===== src/shared/ict_pkg.sv =====
// Notes on behaviour
// - programming a mode drives the output to that mode's starting level at once.
// - gate sampled on count-clock rise; level, edge or both depending on mode.
// - down-counter loads and decrements only on count-clock falling edges.
// - count zero means the largest count, 65536 binary or 10000 decimal.
// - modes 0,1,4,5 wrap past zero; modes 2,3 reload and repeat.
// - mode 0 output low until terminal count, then high until rewritten.
// - mode 0 gate high counts, gate low pauses; output ignores gate.
// - mode 0 new count enters down-counter on the next count-clock pulse.
// - mode 0 first of two bytes halts and drives low; second byte reloads.
// - mode 1 output high; trigger loads, drives low next pulse, high at terminal.
// - mode 1 retrigger restarts full count; new count waits for next trigger.
// - mode 2 output low one pulse at count 1, then reload and high.
// - modes 2,3 gate low stops and forces high; gate rise reloads next pulse.
// - mode 2 new count used from the following period onward.
// - mode 3 even count steps by two, toggles and reloads at terminal.
// - mode 3 odd count loads N-1, high (N+1)/2 and low (N-1)/2.
// - mode 4 high on programming; loads next pulse; one low pulse at terminal.
// - mode 4 gate pauses or allows counting, never touches the output.
// - mode 4 new count loads next pulse; first of two bytes changes nothing.
// - mode 5 high; gate rise loads next pulse; retrigger restarts; one low pulse.
// - mode 5 new count waits until the pulse after the next trigger.
// - pending-count flag set by mode or count write, cleared on transfer.
`default_nettype none

package ict_pkg;

  localparam int ICT_ADDR_W = 8;
  localparam int ICT_CNT_W  = 16;

  // register byte offsets
  localparam logic [ICT_ADDR_W-1:0] ICT_OFS_CTRL   = 8'h00;
  localparam logic [ICT_ADDR_W-1:0] ICT_OFS_COUNT  = 8'h04;
  localparam logic [ICT_ADDR_W-1:0] ICT_OFS_STATUS = 8'h08;

  // control word fields, same layout as the low status bits
  localparam int ICT_CW_BCD    = 0;
  localparam int ICT_CW_MODE_L = 1;
  localparam int ICT_CW_RW_L   = 4;
  localparam int ICT_ST_NULL   = 6;
  localparam int ICT_ST_OUT    = 7;

  // byte access codes
  localparam logic [1:0] ICT_RW_LATCH = 2'b00;
  localparam logic [1:0] ICT_RW_LSB   = 2'b01;
  localparam logic [1:0] ICT_RW_MSB   = 2'b10;

  localparam logic [ICT_CNT_W-1:0] ICT_CNT_ONE = 16'h0001;
  localparam logic [ICT_CNT_W-1:0] ICT_CNT_TWO = 16'h0002;

  typedef enum logic [2:0] {
    ICT_MODE_TC_INT,
    ICT_MODE_ONESHOT,
    ICT_MODE_RATE,
    ICT_MODE_SQUARE,
    ICT_MODE_SW_STROBE,
    ICT_MODE_HW_STROBE
  } ict_mode_type;

  typedef struct packed {
    ict_mode_type mode;
    logic         bcd;
    logic [1:0]   rw;
  } ict_ctrl_type;

  typedef struct packed {
    ict_ctrl_type          ctrl;
    logic [ICT_CNT_W-1:0]  hold;       // holding count register
    logic [ICT_CNT_W-1:0]  cnt;        // down-counter
    logic                  lsb_wait;   // first of two bytes seen
    logic                  hold_ok;    // a complete count exists
    logic                  null_cnt;
    logic                  load_pend;
    logic                  trig;
    logic                  gate_s;
    logic                  counting;
    logic                  fired;
    logic                  sq_extra;
    logic                  out;
    logic                  cclk_prev;
    logic                  ph_valid;
    logic                  ph_write;
    logic [ICT_ADDR_W-1:0] ph_addr;
    logic                  rd_wait;
    logic                  hready;
    logic [31:0]           hrdata;
  } ict_state_type;

  localparam ict_state_type ICT_STATE_RST = '{
    ctrl:     '{mode: ICT_MODE_TC_INT, bcd: 1'b0, rw: ICT_RW_LSB},
    hold:     16'h0000,
    cnt:      16'h0000,
    hready:   1'b1,
    hrdata:   32'h0000_0000,
    ph_addr:  8'h00,
    default:  1'b0
  };

endpackage

`default_nettype wire

===== src/rtl/ict_channel.sv =====
// Design decisions made here: the AHB-Lite interface to the registers and the address map.
`default_nettype none

module ict_channel (
  input  wire logic                              I_SYS_CLK,
  input  wire logic                              I_RSTN,
  input  wire logic                              I_HSEL,
  input  wire logic [ict_pkg::ICT_ADDR_W-1:0]    I_HADDR,
  input  wire logic [1:0]                        I_HTRANS,
  input  wire logic                              I_HWRITE,
  input  wire logic [2:0]                        I_HSIZE,
  input  wire logic [31:0]                       I_HWDATA,
  input  wire logic                              I_HREADY,
  output logic                                   O_HREADYOUT,
  output logic                                   O_HRESP,
  output logic [31:0]                            O_HRDATA,
  input  wire logic                              I_CNT_CLK,
  input  wire logic                              I_GATE,
  output logic                                   O_OUT
);

  ict_pkg::ict_state_type st_r;
  ict_pkg::ict_state_type st_nxt;

  logic                              cclk_rise;
  logic                              cclk_fall;
  logic                              wr_data;
  logic [ict_pkg::ICT_CNT_W-1:0]     sq_load;
  logic [31:0]                       rd_mux;

  // one decimal or binary step down
  function automatic logic [15:0] cnt_dec(input logic [15:0] v, input logic bcd);
    logic [15:0] r;
    logic        borrow;
    r = v - 16'h0001;
    borrow = 1'b1;
    if (bcd) begin
      r = v;
      for (int i = 0; i < 4; i++) begin
        if (borrow) begin
          if (v[i*4 +: 4] == 4'h0) begin
            r[i*4 +: 4] = 4'h9;
          end else begin
            r[i*4 +: 4] = v[i*4 +: 4] - 4'h1;
            borrow = 1'b0;
          end
        end
      end
    end
    return r;
  endfunction

  // count clock and gate are plain synchronous inputs sampled here
  assign cclk_rise = I_CNT_CLK & ~st_r.cclk_prev;
  assign cclk_fall = ~I_CNT_CLK & st_r.cclk_prev;
  assign wr_data   = st_r.ph_valid & st_r.ph_write;
  // odd counts drop their low bit so two-steps still land on two
  assign sq_load   = {st_r.hold[15:1], 1'b0};

  // read view of the registers; reserved bits read zero
  always_comb begin
    rd_mux = 32'h0000_0000;
    // struct order differs from the register layout, so place each field by hand
    if (st_r.ph_addr == ict_pkg::ICT_OFS_CTRL) begin
      rd_mux[5:0] = {st_r.ctrl.rw, st_r.ctrl.mode, st_r.ctrl.bcd};
    end else if (st_r.ph_addr == ict_pkg::ICT_OFS_COUNT) begin
      rd_mux[15:0] = st_r.cnt;
    end else if (st_r.ph_addr == ict_pkg::ICT_OFS_STATUS) begin
      rd_mux[5:0] = {st_r.ctrl.rw, st_r.ctrl.mode, st_r.ctrl.bcd};
      rd_mux[ict_pkg::ICT_ST_NULL] = st_r.null_cnt;
      rd_mux[ict_pkg::ICT_ST_OUT] = st_r.out;
    end
  end

  // next state: bus slave, gate sampling, falling-edge counter, then register writes
  always_comb begin
    st_nxt = st_r;
    st_nxt.cclk_prev = I_CNT_CLK;

    // bus: writes complete with no wait; reads take one wait cycle
    st_nxt.ph_valid = 1'b0;
    st_nxt.hready = 1'b1;
    if (st_r.rd_wait) begin
      st_nxt.rd_wait = 1'b0;
      st_nxt.hrdata = rd_mux;
    end
    if (I_HSEL && I_HTRANS[1] && I_HREADY) begin
      st_nxt.ph_valid = 1'b1;
      st_nxt.ph_write = I_HWRITE;
      st_nxt.ph_addr = I_HADDR;
      if (!I_HWRITE) begin
        st_nxt.rd_wait = 1'b1;
        st_nxt.hready = 1'b0;
      end
    end

    // gate sampled on the count-clock rise
    if (cclk_rise) begin
      st_nxt.gate_s = I_GATE;
      if (I_GATE && !st_r.gate_s) begin
        st_nxt.trig = 1'b1;
      end
      if (!I_GATE && (st_r.ctrl.mode == ict_pkg::ICT_MODE_RATE ||
                      st_r.ctrl.mode == ict_pkg::ICT_MODE_SQUARE)) begin
        st_nxt.out = 1'b1;
      end
    end

    // all loading and counting on the count-clock fall
    if (cclk_fall) begin
      st_nxt.trig = 1'b0;
      unique case (st_r.ctrl.mode)
        ict_pkg::ICT_MODE_TC_INT, ict_pkg::ICT_MODE_SW_STROBE: begin
          if (st_r.ctrl.mode == ict_pkg::ICT_MODE_SW_STROBE && !st_r.out) begin
            st_nxt.out = 1'b1;
          end
          if (st_r.load_pend) begin
            st_nxt.cnt = st_r.hold;
            st_nxt.load_pend = 1'b0;
            st_nxt.null_cnt = 1'b0;
            st_nxt.counting = 1'b1;
            st_nxt.fired = 1'b0;
          end else if (st_r.counting && st_r.gate_s) begin
            st_nxt.cnt = cnt_dec(st_r.cnt, st_r.ctrl.bcd);
            if (st_r.cnt == ict_pkg::ICT_CNT_ONE && !st_r.fired) begin
              st_nxt.fired = 1'b1;
              if (st_r.ctrl.mode == ict_pkg::ICT_MODE_TC_INT) begin
                st_nxt.out = 1'b1;
              end else begin
                st_nxt.out = 1'b0;
              end
            end
          end
        end
        ict_pkg::ICT_MODE_ONESHOT, ict_pkg::ICT_MODE_HW_STROBE: begin
          if (st_r.ctrl.mode == ict_pkg::ICT_MODE_HW_STROBE && !st_r.out) begin
            st_nxt.out = 1'b1;
          end
          if (st_r.trig && st_r.hold_ok) begin
            // retrigger always restarts from the holding value
            st_nxt.cnt = st_r.hold;
            st_nxt.null_cnt = 1'b0;
            st_nxt.counting = 1'b1;
            st_nxt.fired = 1'b0;
            if (st_r.ctrl.mode == ict_pkg::ICT_MODE_ONESHOT) begin
              st_nxt.out = 1'b0;
            end
          end else if (st_r.counting) begin
            st_nxt.cnt = cnt_dec(st_r.cnt, st_r.ctrl.bcd);
            if (st_r.cnt == ict_pkg::ICT_CNT_ONE && !st_r.fired) begin
              st_nxt.fired = 1'b1;
              if (st_r.ctrl.mode == ict_pkg::ICT_MODE_ONESHOT) begin
                st_nxt.out = 1'b1;
              end else begin
                st_nxt.out = 1'b0;
              end
            end
          end
        end
        ict_pkg::ICT_MODE_RATE, ict_pkg::ICT_MODE_SQUARE: begin
          if ((st_r.load_pend || st_r.trig) && st_r.hold_ok) begin
            // first load or gate re-sync starts a fresh period
            if (st_r.ctrl.mode == ict_pkg::ICT_MODE_SQUARE) begin
              st_nxt.cnt = sq_load;
            end else begin
              st_nxt.cnt = st_r.hold;
            end
            st_nxt.out = 1'b1;
            st_nxt.sq_extra = 1'b0;
            st_nxt.null_cnt = 1'b0;
            st_nxt.load_pend = 1'b0;
            st_nxt.counting = 1'b1;
          end else if (st_r.counting && st_r.gate_s && st_r.ctrl.mode == ict_pkg::ICT_MODE_RATE) begin
            if (st_r.cnt == ict_pkg::ICT_CNT_ONE) begin
              // reload picks up any count written during the period
              st_nxt.cnt = st_r.hold;
              st_nxt.null_cnt = 1'b0;
              st_nxt.out = 1'b1;
            end else begin
              st_nxt.cnt = cnt_dec(st_r.cnt, st_r.ctrl.bcd);
              if (st_r.cnt == ict_pkg::ICT_CNT_TWO) begin
                st_nxt.out = 1'b0;
              end
            end
          end else if (st_r.counting && st_r.gate_s) begin
            if (st_r.sq_extra) begin
              // odd count: low half starts one pulse late
              st_nxt.sq_extra = 1'b0;
              st_nxt.out = 1'b0;
              st_nxt.cnt = sq_load;
              st_nxt.null_cnt = 1'b0;
            end else if (st_r.cnt == ict_pkg::ICT_CNT_TWO) begin
              if (st_r.out && st_r.hold[0]) begin
                st_nxt.sq_extra = 1'b1;
                st_nxt.cnt = cnt_dec(cnt_dec(st_r.cnt, st_r.ctrl.bcd), st_r.ctrl.bcd);
              end else begin
                st_nxt.out = ~st_r.out;
                st_nxt.cnt = sq_load;
                st_nxt.null_cnt = 1'b0;
              end
            end else begin
              st_nxt.cnt = cnt_dec(cnt_dec(st_r.cnt, st_r.ctrl.bcd), st_r.ctrl.bcd);
            end
          end
        end
        default: begin
          st_nxt.counting = 1'b0;
        end
      endcase
    end

    // register writes land last so a write beats a same-cycle load
    if (wr_data && st_r.ph_addr == ict_pkg::ICT_OFS_CTRL &&
        I_HWDATA[ict_pkg::ICT_CW_RW_L +: 2] != ict_pkg::ICT_RW_LATCH) begin
      st_nxt.ctrl.bcd = I_HWDATA[ict_pkg::ICT_CW_BCD];
      st_nxt.ctrl.rw = I_HWDATA[ict_pkg::ICT_CW_RW_L +: 2];
      // codes 6 and 7 fold onto the two periodic modes
      st_nxt.ctrl.mode = ict_pkg::ict_mode_type'(
        I_HWDATA[ict_pkg::ICT_CW_MODE_L + 1] ?
        {1'b0, I_HWDATA[ict_pkg::ICT_CW_MODE_L +: 2]} : I_HWDATA[ict_pkg::ICT_CW_MODE_L +: 3]);
      st_nxt.lsb_wait = 1'b0;
      st_nxt.hold_ok = 1'b0;
      st_nxt.null_cnt = 1'b1;
      st_nxt.load_pend = 1'b0;
      st_nxt.counting = 1'b0;
      st_nxt.trig = 1'b0;
      st_nxt.fired = 1'b0;
      st_nxt.sq_extra = 1'b0;
      st_nxt.out = (I_HWDATA[ict_pkg::ICT_CW_MODE_L +: 3] != 3'h0);
    end else if (wr_data && st_r.ph_addr == ict_pkg::ICT_OFS_COUNT) begin
      if (st_r.ctrl.rw == ict_pkg::ICT_RW_LSB) begin
        st_nxt.hold = {8'h00, I_HWDATA[7:0]};
      end else if (st_r.ctrl.rw == ict_pkg::ICT_RW_MSB) begin
        st_nxt.hold = {I_HWDATA[7:0], 8'h00};
      end else if (!st_r.lsb_wait) begin
        st_nxt.hold = {st_r.hold[15:8], I_HWDATA[7:0]};
        st_nxt.lsb_wait = 1'b1;
      end else begin
        st_nxt.hold = {I_HWDATA[7:0], st_r.hold[7:0]};
        st_nxt.lsb_wait = 1'b0;
      end
      if (st_r.ctrl.rw == 2'b11 && !st_r.lsb_wait) begin
        // first byte only: mode 0 halts, other modes keep counting
        if (st_r.ctrl.mode == ict_pkg::ICT_MODE_TC_INT) begin
          st_nxt.counting = 1'b0;
          st_nxt.load_pend = 1'b0;
          st_nxt.out = 1'b0;
        end
      end else begin
        st_nxt.hold_ok = 1'b1;
        st_nxt.null_cnt = 1'b1;
        unique case (st_r.ctrl.mode)
          ict_pkg::ICT_MODE_TC_INT: begin
            st_nxt.load_pend = 1'b1;
            st_nxt.counting = 1'b0;
            st_nxt.out = 1'b0;
          end
          ict_pkg::ICT_MODE_SW_STROBE: begin
            st_nxt.load_pend = 1'b1;
          end
          ict_pkg::ICT_MODE_RATE, ict_pkg::ICT_MODE_SQUARE: begin
            // running periods keep their value until the next reload
            st_nxt.load_pend = ~st_r.counting;
          end
          ict_pkg::ICT_MODE_ONESHOT, ict_pkg::ICT_MODE_HW_STROBE: begin
            st_nxt.load_pend = 1'b0;
          end
          default: begin
            st_nxt.load_pend = 1'b0;
          end
        endcase
      end
    end
  end

  // single state register, synchronous active-low reset
  always_ff @(posedge I_SYS_CLK) begin
    if (!I_RSTN) begin
      st_r <= ict_pkg::ICT_STATE_RST;
    end else begin
      st_r <= st_nxt;
    end
  end

  assign O_HREADYOUT = st_r.hready;
  assign O_HRESP     = 1'b0;         // always OKAY
  assign O_HRDATA    = st_r.hrdata;
  assign O_OUT       = st_r.out;

endmodule

`default_nettype wire


===== config.mk =====
export PLATFORM = sky130hd
export DESIGN_NAME = ict_channel
export DESIGN_NICKNAME = d
export VERILOG_FILES = /design/src/shared/ict_pkg.sv /design/src/rtl/ict_channel.sv
export SDC_FILE = /design/constraint.sdc
export NUM_CORES = 1
export LEC_CHECK = 0
export ABC_AREA = 1
export BUFFER_PORTS_ARGS = -buffer_cell sky130_fd_sc_hd__buf_4
export CORE_MARGIN = 3
export CORE_UTILIZATION = 64
export CTS_CLUSTER_DIAMETER = 30
export DETAILED_ROUTE_END_ITERATION = 12
export HOLD_SLACK_MARGIN = 0.05
export PLACE_DENSITY = 0.95
export SLEW_MARGIN = 40
export SYNTH_ARGS = -nofsm -noshare
export SYNTH_HDL_FRONTEND = slang
export SYNTH_SLANG_ARGS = --single-unit

===== constraint.sdc =====
create_clock -name I_SYS_CLK -period 7.75 [get_ports I_SYS_CLK]
set_input_delay 1.1625 -clock I_SYS_CLK [delete_from_list [all_inputs] [get_ports I_SYS_CLK]]
set_output_delay 1.1625 -clock I_SYS_CLK [all_outputs]
set_load 0.01 [all_outputs]

==> flow_summary_export.csv, run 1 <==
group,metric,value,unit
pwr,total_power,770,uW
setup_path,crit_arrival,3.56,ns
sta,relSlewSlack,48.4,%
detailed_routing,wl,19.0,mm
logic_synthesis,synth_top_family_by_area,"simple AND/OR/NAND/NOR gates",
global_route,grt_pass1_wl,30.2,mm
logic_synthesis,post_synth_and_or_nand_nor_area_fraction,36.6,%
cells_and_area,final_nets,1094,
worst_hold_path,hp-class,"flop to flop",
logic_synthesis,synth_ff_type,"dfxtp_1",
sta,worst_pin_slew,0.773,ns
detailed_routing,wl_per_cell,16.3,um
logic_synthesis,syn_area,0.00633,mm^2
placement,port_buffers,41,
clock_network,post_cts_resized,0,
detailed_routing,drtAntennaViolNets,0,
floorplan,initial_core_util,67.2,%
logic_synthesis,yosys_warnings,0,
clock_network,tritoncts,"yes",
sta,fin_hold_ws,0.468,ns
cells_and_area,diodes,0,
floorplan,std_cell_rows,35,
placement,dp_hpwl,14.1,mm
logic_synthesis,syn_inst,1021,
setup_path,worstSetupPathType,"flop to flop",
setup_path,critPathLaunchType,"flop",
logic_synthesis,synth_compound_area_share,21.8,%
detailed_routing,vias,7002,
sta,setup_viol_count_final,0,
flow_run,drv_cap,0,
sta,period_needed,3.28,ns
cells_and_area,nFillCells,822,
floorplan,coreArea,0.00942,mm^2
global_route,grt_pass1_vias,6256,
floorplan,io_pins,87,
sta,fin_crit_sh,42.3,%
floorplan,die_w,105,um
logic_synthesis,synthMuxAreaShare,0,%
detailed_routing,drc,0,
clock_network,cts_max_level,3,
detailed_routing,routed_via_density,6.01,
clock_network,clk_path_buf_depth,2,
global_route,grt.total_usage,33.3,%
pwr,cellPowerDensity,115,mW/mm^2
sta,drv_slew,0,
placement,gp_congestion,0.992,
clock_network,cts_buffers,9,
logic_synthesis,synth_fa_ha_area_share,2.18,%
setup_path,critPathMaxFanout,14,
logic_synthesis,synth_xor_area_share,0.712,%
clock_network,cts.sinks,77,
logic_synthesis,ys_types,55,
logic_synthesis,avgSynthCellArea,6.20,um^2
pwr,vdd_ir_drop_max,0.000113,V
logic_synthesis,ys_seq_area_share,24.4,%
detailed_routing,drt_first_pass_iters,9,
global_route,antenna_found_initial,0,
sta,setup_tns,0,ns
clock_network,hold_buffers,0,
cells_and_area,drive_above_1_share,12.7,%
status,outcome,"finished, final reports clean",
sta,fmax,0.305,GHz
setup_path,cp.required,8.03,ns
clock_network,clkTransAtPathRegs,0.09,ns
pwr,p_leak,2.98,nW
sta,finalHoldViolations,0,
sta,grt_setup_unrepaired,"no",
logic_synthesis,yosys_register_bits,77,
logic_synthesis,synthArstFlopShare,0,%
clock_network,post_cts_buffers,0,
setup_path,end_kind,"flop",
detailed_routing,drt_iter0_drc,962,
floorplan,die_h,105,um
sta,fin_skew,0.0150,ns
cells_and_area,area_growth,5.99,%
global_route,grt_max_degree,36,
clock_network,clock_latency,0.38,ns
clock_network,cts-root-buf,"clkbuf_8",
floorplan,dieArea,0.0111,mm^2
global_route,overflow,0,
logic_synthesis,synth-edff-count,0,
==> sequential cells by signal, summed over array words and instances, names as in the netlist <==
signal and flops:
st_r 44, O_HREADYOUT 1, O_OUT 1, sq_load 15, O_HRDATA 16
==> cell usage after synthesis, types with 4 or more instances <==
library cell	instances	area share, %
dfxtp_1	77	24
o22ai_1	16	1.6
nand2_4	4	0.71
nor2_2	15	1.5
o21ai_1	6	0.47
a21oi_2	4	0.55
clkbuf_1	18	1.1
nor2_4	4	0.71
nand3_1	97	7.7
inv_2	11	0.65
inv_1	128	7.6
o21ai_0	67	5.3
a31oi_1	4	0.40
a21oi_1	80	6.3
nor2_1	75	4.5
nand2_2	11	1.1
o32ai_1	5	0.69
nand3_2	6	0.95
clkinv_1	4	0.24
nor3_1	7	0.55
o211ai_1	17	2.0
o221ai_1	7	0.97
ha_1	11	2.2
nand4_1	8	0.79
buf_4	33	3.9
a211oi_1	5	0.59
buf_2	7	0.55
nand2_1	248	15
o31ai_1	7	0.83
==> layout make-up <==
class	count	area [um^2]	area share, %
well taps	129	161	2.41
repair buffers	44	330	4.93
clock buffers	10	138	2.05
inverters	144	543	8.10
clock inverters	6	52.6	0.784
flip-flops and latches	77	1540	23.0
multi-input cells	755	3940	58.7
==> power breakdown <==
part           switching [mW]  internal [mW]
clock                   0.176          0.130
sequential            0.00390          0.400
combinational          0.0392         0.0204
==> stage by stage <==
| stage | instance area (um^2) | worst slack (ns) | instances | util, % |
|---|---|---|---|---|
| after floorplan | 6390 | 5.20 | 1037 | - |
| after global placement | 6520 | 4.50 | 1149 | 69.2 |
| after detailed placement | 6520 | 4.50 | 1149 | 69.2 |
| after CTS | 6710 | 4.65 | 1165 | 71.2 |
| after global routing | 6710 | 4.37 | 1165 | 71.2 |
| final | 6710 | 4.47 | 1165 | 71.2 |
==> path summary, 6_finish.rpt <==
path	end	startpoint	slack [ns]	cells past startpoint
worst min-delay path	O_HRDATA[6]	O_HRDATA[6]	0.47	2
worst max-delay path	st_r[66]	st_r[51]	4.47	13
worst min register to register	O_HRDATA[6]	O_HRDATA[6]	0.47	2
worst max register to register	st_r[66]	st_r[51]	4.47	13
==> cells by family (layout without fill, tap and decap cells) <==
family          count (synthesis)  in the layout
compound gates                232            232
xor+xnor                        3              3
fa+ha+maj                      11             11
buf+inv                       205            204
flops                          77             77
other cells                     1             17
simple gates                  492            492
==> worst max-delay path: stages (launching register included) <==
cell and delay [ns]:
dfxtp_1 0.73, o21ai_0 0.31, inv_1 0.18, nor2_4 0.08
inv_2 0.17, nor2_1 0.07, nor3_2 0.51, inv_1 0.29
a21oi_2 0.27, inv_1 0.17, a21oi_1 0.14, nand3_1 0.12
nand2_1 0.08, inv_1 0.03
==> placed cells by master, fill, tap and decap left out, types with 17 or more instances in the layout <==
cell,count
buf_4,44
o211ai_1,17
dfxtp_1,77
a21oi_1,80
inv_1,128
nand2_1,248
nor2_1,75
o21ai_0,67
nand3_1,97
conb_1,17
==> metal layers <==
layer  GRT usage, %  part of all wire [%]  vias to the layer above
met1           42.0                    39                     3102
met2           54.6                    45                      422
met5              0                     0                        -
li1               -                     -                     3369
met4           16.7                   5.5                        0
met3           5.82                    11                      109
No activity file was read; power rests on OpenSTA's default activity.
==> run 2: changes to the inputs <==
ABC_AREA = 0   (was 1)
CORE_UTILIZATION = 53   (was 64)
PLACE_DENSITY = 0.86   (was 0.95)
clock period = 3 ns   (was 7.75 ns; I/O delays follow)
==> run 2 against run 1 <==
The flow now finishes with violations (setup timing). Critical path depth shrank 1. Synthesized cell count down 23%. Maximum frequency up 8.0%. Critical endpoint is now st_r[69]. Largest power group unchanged.
==> flow_summary_export.csv, run 2 <==
group,metric,value,unit
global_route,overflow,0,
clock_network,clk_path_buf_depth,2,
detailed_routing,drt_first_pass_iters,6,
logic_synthesis,ys_top_cells_by_area,"dfxtp_1 26%, a21oi_1 5.9%, o21ai_0 4.9%",
logic_synthesis,avgSynthCellArea,7.39,um^2
placement,gp_congestion,1.00,
sta,fin_skew,0.00915,ns
floorplan,dieArea,0.0123,mm^2
floorplan,die_h,111,um
pwr,vdd_ir_drop_max,0.000402,V
sta,period_needed,3.04,ns
detailed_routing,wl,18.7,mm
placement,pre_cts_slack,-0.190,ns
sta,grt_setup_unrepaired,"yes",
setup_path,cp.required,3.25,ns
logic_synthesis,yosys_warnings,0,
floorplan,std_cell_rows,37,
floorplan,coreArea,0.0105,mm^2
clock_network,clkTransAtPathRegs,0.09,ns
global_route,grt_pass1_wl,29.6,mm
worst_hold_path,min_from,"I_HWRITE",
detailed_routing,drtAntennaViolNets,0,
sta,drv_slew,0,
cells_and_area,largest_reg_flops,44,
clock_network,hold_buffers,0,
setup_path,crit_chain,"or4_4 > o41ai_2 > a21oi_1 > a21o_1 > a21oi_2 > ha_2 > nand3_1 > o41ai_2 > a41o_1 > xnor2_1 > a2111oi_4 > o41ai_2",
sta,setup_tns,-0.0402,ns
detailed_routing,drt_iter0_drc,887,
sta,setup_viol_count_final,1,
floorplan,io_pins,87,
setup_path,critPathBufInv,0,
pwr,cellPowerDensity,294,mW/mm^2
global_route,grt_pass1_vias,6064,
logic_synthesis,ys_seq_area_share,26.4,%
status,violations,"setup timing",
placement,dp_hpwl,13.7,mm
logic_synthesis,synth-edff-count,0,
setup_path,critPathMaxFanout,3,
setup_path,path_common_cell,"o41ai_2",
global_route,grt.total_usage,28.8,%
cells_and_area,area_growth,22.5,%
detailed_routing,routed_via_density,6.47,
cells_and_area,design_area,0.00716,mm^2
placement,port_buffers,41,
setup_path,max_stage_delay,0.54,ns
sta,finalHoldViolations,0,
cells_and_area,largest_register,"st_r",
global_route,grt_max_degree,31,
floorplan,die_w,111,um
logic_synthesis,synth.most_common_cell,"dfxtp_1",
setup_path,critical-path-top-delay-family,"compound AO/OA/AOI/OAI gates",
clock_network,cts_buffers,9,
flow_run,drv_cap,0,
sta,finalWorstSetupSlack,-0.0402,ns
placement,dpl-instance-area,0.00674,mm^2
logic_synthesis,yosys_register_bits,77,
clock_network,cts.sinks,77,
logic_synthesis,synth_top_area_share,26.4,%
setup_path,end_kind,"flop",
cells_and_area,fin_util,68.2,%
logic_synthesis,synth_ff_type,"dfxtp_1",
global_route,antenna_found_initial,0,
logic_synthesis,yosys-top-cells-count,"77 x dfxtp_1, 72 x nand2_1, 69 x a21oi_1, 69 x nor2_1, 57 x o21ai_0",
cells_and_area,drive_above_1_share,25.1,%
status,outcome,"finished, violations left",
clock_network,tritoncts,"yes",
clock_network,cts-root-buf,"clkbuf_8",
detailed_routing,wl_per_cell,18.5,um
setup_path,critPathLaunchType,"flop",
detailed_routing,drc,0,
sta,fin_hold_ws,0.271,ns
sta,fin_crit_sh,101,%
cells_and_area,final_nets,936,
setup_path,reg2reg_from,"st_r[59]",
placement,dp.cells,991,
setup_path,worstSetupPathType,"flop to flop",
cells_and_area,final_cells,1014,
cells_and_area,multiInputGateArea,0.00403,mm^2
setup_path,cp_slowest_cell,"or4_4",
logic_synthesis,synthArstFlopShare,0,%
worst_hold_path,hp-class,"input pin to flop",
sta,relSlewSlack,48.9,%
logic_synthesis,syn_inst,791,
cells_and_area,nFillCells,829,
sta,fmax,0.329,GHz
cells_and_area,seq_area,0.00155,mm^2
cells_and_area,layout_common_cells,"142 x buf_4, 74 x dfxtp_1, 71 x nand2_1",
pwr,p_leak,2.89,nW
detailed_routing,vias,6561,
cells_and_area,diodes,0,
pwr,total_power,2.11,mW
setup_path,crit_arrival,3.29,ns
clock_network,clock_latency,0.36,ns
setup_path,crit_path_start,"st_r[59]",
clock_network,cts_max_level,3,
cells_and_area,final_common_cell,"buf_4",
logic_synthesis,yosys.area.top_type,"dfxtp_1",
sta,worst_pin_slew,0.765,ns
logic_synthesis,ys_types,77,
floorplan,initial_core_util,55.6,%
logic_synthesis,syn_area,0.00585,mm^2
run 2: cell count changes in the layout (fill, tap and decap cells not counted), moves of 10 or more:
cell      change
nand2_2      -10
inv_1       -111
mux2i_1      +18
a21oi_1      -12
nand2_1     -177
nor2_2       -15
o22ai_1      -12
xnor2_1      +16
nor3_1       +15
nand2b_1     +18
nand3_1      -64
a22oi_1      +10
o21ai_0      -12
buf_4        +98
run 2: path summary, 6_finish.rpt:
kind | endpoint | slack [ns] | cells past startpoint
worst max-delay path | st_r[69] | -0.04 | 12
worst min-delay path | st_r[33] | 0.27 | 2
worst max register to register | st_r[69] | -0.04 | 12
worst min register to register | st_r[41] | 0.47 | 2
run 2: power by group:
group	switching, mW	internal (mW)	leakage [nW]
Combinational	0.0836	0.0522	2.15
Clock	0.443	0.482	0.112
Sequential	0.0130	1.03	0.623
Total	0.540	1.57	2.89
run 2: cells by family after synthesis:
family	count (synthesis)	synth area share, %
simple gates	282	24.6
compound gates	263	30.0
buf+inv	113	9.58
flops	77	26.4
xor+xnor	23	3.44
mux	21	3.64
fa+ha+maj	11	2.35
other cells	1	0.0641
run 2: layer usage:
metal | global-route usage [%] | share of wire [%] | vias up
li1 | - | - | 3030
met1 | 35.8 | 39 | 2979
met2 | 47.2 | 45 | 458
met3 | 6.93 | 11 | 94
met4 | 13.0 | 4.6 | 0
met5 | 0 | 0 | -
run 2: what timing repair did:
| action | in CTS | in global routing |
|---|---|---|
| setup endpoints to repair | 3 | 6 |
| resized for setup | 10 | 20 |
| pin swaps | 7 | 9 |
| setup buffers | 3 | 4 |
run 2: layout make-up:
type                       instances  area share [%]
sequential                        77            21.6
timing repair buffer             144            15.2
clock inverter                     7            1.47
inverter                          24            1.36
multi-input combinational        617            56.3
clock buffer                       9            1.73
tap                              136            2.38
run 2: worst reg2reg max path, stage by stage (launching register included):
cell	delay (ns)
dfxtp_1	0.32
or4_4	0.54
o41ai_2	0.31
a21oi_1	0.13
a21o_1	0.19
a21oi_2	0.19
ha_2	0.22
nand3_1	0.09
o41ai_2	0.23
a41o_1	0.16
xnor2_1	0.10
a2111oi_4	0.35
o41ai_2	0.10
==> run 3: changes to the inputs <==
--- a/config.mk
+++ b/config.mk
@@ -14,4 +14,5 @@
 export HOLD_SLACK_MARGIN = 0.05
 export PLACE_DENSITY = 0.86
+export REMOVE_ABC_BUFFERS = 1
 export SLEW_MARGIN = 40
 export SYNTH_ARGS = -nofsm -noshare
==> constraint.sdc (replaced) <==
create_clock -name I_SYS_CLK -period 3 [get_ports I_SYS_CLK]
set_input_delay 0.3 -clock I_SYS_CLK [delete_from_list [all_inputs] [get_ports I_SYS_CLK]]
set_output_delay 0.3 -clock I_SYS_CLK [all_outputs]
set_load 0.01 [all_outputs]
==> run 3 against run 2 <==
The flow still finishes with violations (setup timing). Maximum frequency shrank 10%. Global-route usage rose by 0.28 points. Sequential share of layout area is essentially flat. Final cell count rose by 0.30%. Clock power shrank 18%. Worst setup slack worse by 0.34 ns. Design area increased by 0.28%. Sequential power is essentially flat. Total power shrank 8.2%. Die area is the same. Critical path type unchanged. Critical endpoint unchanged.
==> flow_summary_export.csv, run 3 (synthesis results as in run 2) <==
group,metric,value,unit
status,outcome,"finished, violations left",
status,violations,"setup timing",
global_route,grt_pass1_vias,6086,
pwr,power.share.switching,27.5,%
pwr,p_comb_share,6.9,%
placement,port_buffers,41,
sta,fin_skew,0.00937,ns
setup_path,critPathMaxFanout,3,
clock_network,tritoncts,"yes",
cells_and_area,diodes,0,
floorplan,io_pins,87,
pwr,cellPowerDensity,269,mW/mm^2
detailed_routing,wl,19.2,mm
cells_and_area,final_nets,939,
floorplan,coreArea,0.0105,mm^2
pwr,clock_power_share,39.1,%
placement,dp_hpwl,13.7,mm
clock_network,cts_max_level,3,
worst_hold_path,hp-class,"input pin to flop",
sta,finalHoldViolations,0,
cells_and_area,drive_above_1_share,24.9,%
setup_path,cp.required,3.25,ns
placement,gp_congestion,0.986,
detailed_routing,drc,0,
detailed_routing,drtAntennaViolNets,0,
global_route,antenna_found_initial,0,
flow_run,drv_cap,0,
detailed_routing,vias,6529,
detailed_routing,wl_per_cell,18.8,um
setup_path,end_kind,"flop",
setup_path,crit_arrival,3.64,ns
clock_network,cts-root-buf,"clkbuf_8",
cells_and_area,layout_common_cells,"141 x buf_4, 73 x dfxtp_1, 70 x nand2_1",
clock_network,cts.sinks,77,
detailed_routing,routed_via_density,6.42,
floorplan,std_cell_rows,37,
clock_network,clk_path_buf_depth,2,
cells_and_area,multiInputGateArea,0.00405,mm^2
global_route,overflow,0,
detailed_routing,drt_first_pass_iters,6,
floorplan,initial_core_util,55.6,%
sta,grt_setup_unrepaired,"yes",
pwr,p_int,1.40,mW
sta,finalWorstSetupSlack,-0.383,ns
global_route,grt_pass1_wl,29.9,mm
sta,fin_hold_ws,0.115,ns
sta,setup_viol_count_final,4,
cells_and_area,largest_reg_flops,44,
cells_and_area,area_growth,22.8,%
pwr,p_leak,2.91,nW
sta,setup_tns,-0.621,ns
floorplan,die_w,111,um
floorplan,die_h,111,um
detailed_routing,drt_iter0_drc,924,
setup_path,worstSetupPathType,"flop to flop",
cells_and_area,nFillCells,787,
pwr,power.switching,531,uW
clock_network,hold_buffers,0,
clock_network,clkTransAtPathRegs,0.09,ns
global_route,grt_max_degree,37,
cells_and_area,largest_register,"st_r",
floorplan,dieArea,0.0123,mm^2
pwr,power_frac_seq,54.0,%
sta,drv_slew,0,
sta,period_needed,3.38,ns
setup_path,critPathLaunchType,"flop",
pwr,vdd_ir_drop_max,0.000394,V
clock_network,cts_buffers,9,
global_route,grt.total_usage,29.1,%
sta,worst_pin_slew,0.724,ns
clock_network,clock_latency,0.36,ns
cells_and_area,seq_area,0.00155,mm^2
sta,relSlewSlack,51.6,%
cells_and_area,final_common_cell,"buf_4",
sta,fin_crit_sh,113,%
sta,fmax,0.296,GHz
run 3: cell types whose count changed in the layout (fill, tap and decap cells not counted), sizes merged:
cell	delta
buf	+3
inv	+1
clkinvlp	+1
bufinv	-2
run 3: path summary, 6_finish.rpt:
| path | start | to | slack (ns) | cells past startpoint |
|---|---|---|---|---|
| setup / recovery | st_r[56] | st_r[69] | -0.38 | 14 |
| setup reg to reg | st_r[56] | st_r[69] | -0.38 | 14 |
| hold / removal | I_HWRITE | st_r[33] | 0.11 | 2 |
| hold reg to reg | st_r[39] | st_r[39] | 0.46 | 2 |
run 3: repair_timing:
action | 4_1_cts | 5_1_grt
pin swaps | 12 | 16
setup endpoints to repair | 6 | 9
setup buffers | 2 | 12
resized for setup | 23 | 33
run 3: routing by layer:
metal,wire [um],GRT usage [%],vias up
met5,0,0,-
met4,769,12.5,0
met3,2010,6.00,77
met2,8860,47.6,424
met1,7510,37.1,2993
li1,-,-,3035
run 3: stage by stage:
stage	cells	utilization [%]	setup slack [ns]	power (mW)	instance area [um^2]
after global routing	1017	68.4	-0.532	2.00	7180
final	1017	68.4	-0.383	1.93	7180
after floorplan	718	-	-0.895	1.13	5440
after detailed placement	987	63.0	-0.492	1.19	6620
after global placement	987	63.0	-0.378	1.19	6620
after CTS	1005	65.9	-0.165	1.93	6920
run 3: power groups by stage:
stage	Combinational, mW	Sequential, mW	Clock, mW
2_1_floorplan	0.0631	1.07	0
3_3_place_gp	0.124	1.07	0
3_5_place_dp	0.127	1.07	0
4_1_cts	0.128	1.04	0.755
5_1_grt	0.143	1.04	0.812
6_report	0.133	1.04	0.755
run 3: worst max-delay path, cell delays in order, from the launching register on:
cell and delay [ns]:
dfxtp_2 0.34, or4_4 0.57, o41ai_4 0.37, a21oi_2 0.12
a21o_1 0.20, a21oi_2 0.17, buf_4 0.14, ha_1 0.17
nand2b_1 0.14, o41ai_2 0.07, a41o_1 0.25, xnor2_2 0.15
a2111oi_4 0.36, buf_4 0.17, o41ai_2 0.05
run 3: layout make-up:
class / count / share of cell area [%]
clock inverters: 7 / 0.888
clock buffers: 9 / 1.72
flip-flops and latches: 77 / 21.5
inverters: 24 / 1.25
repair buffers: 147 / 15.9
multi-input cells: 617 / 56.4
well taps: 136 / 2.37
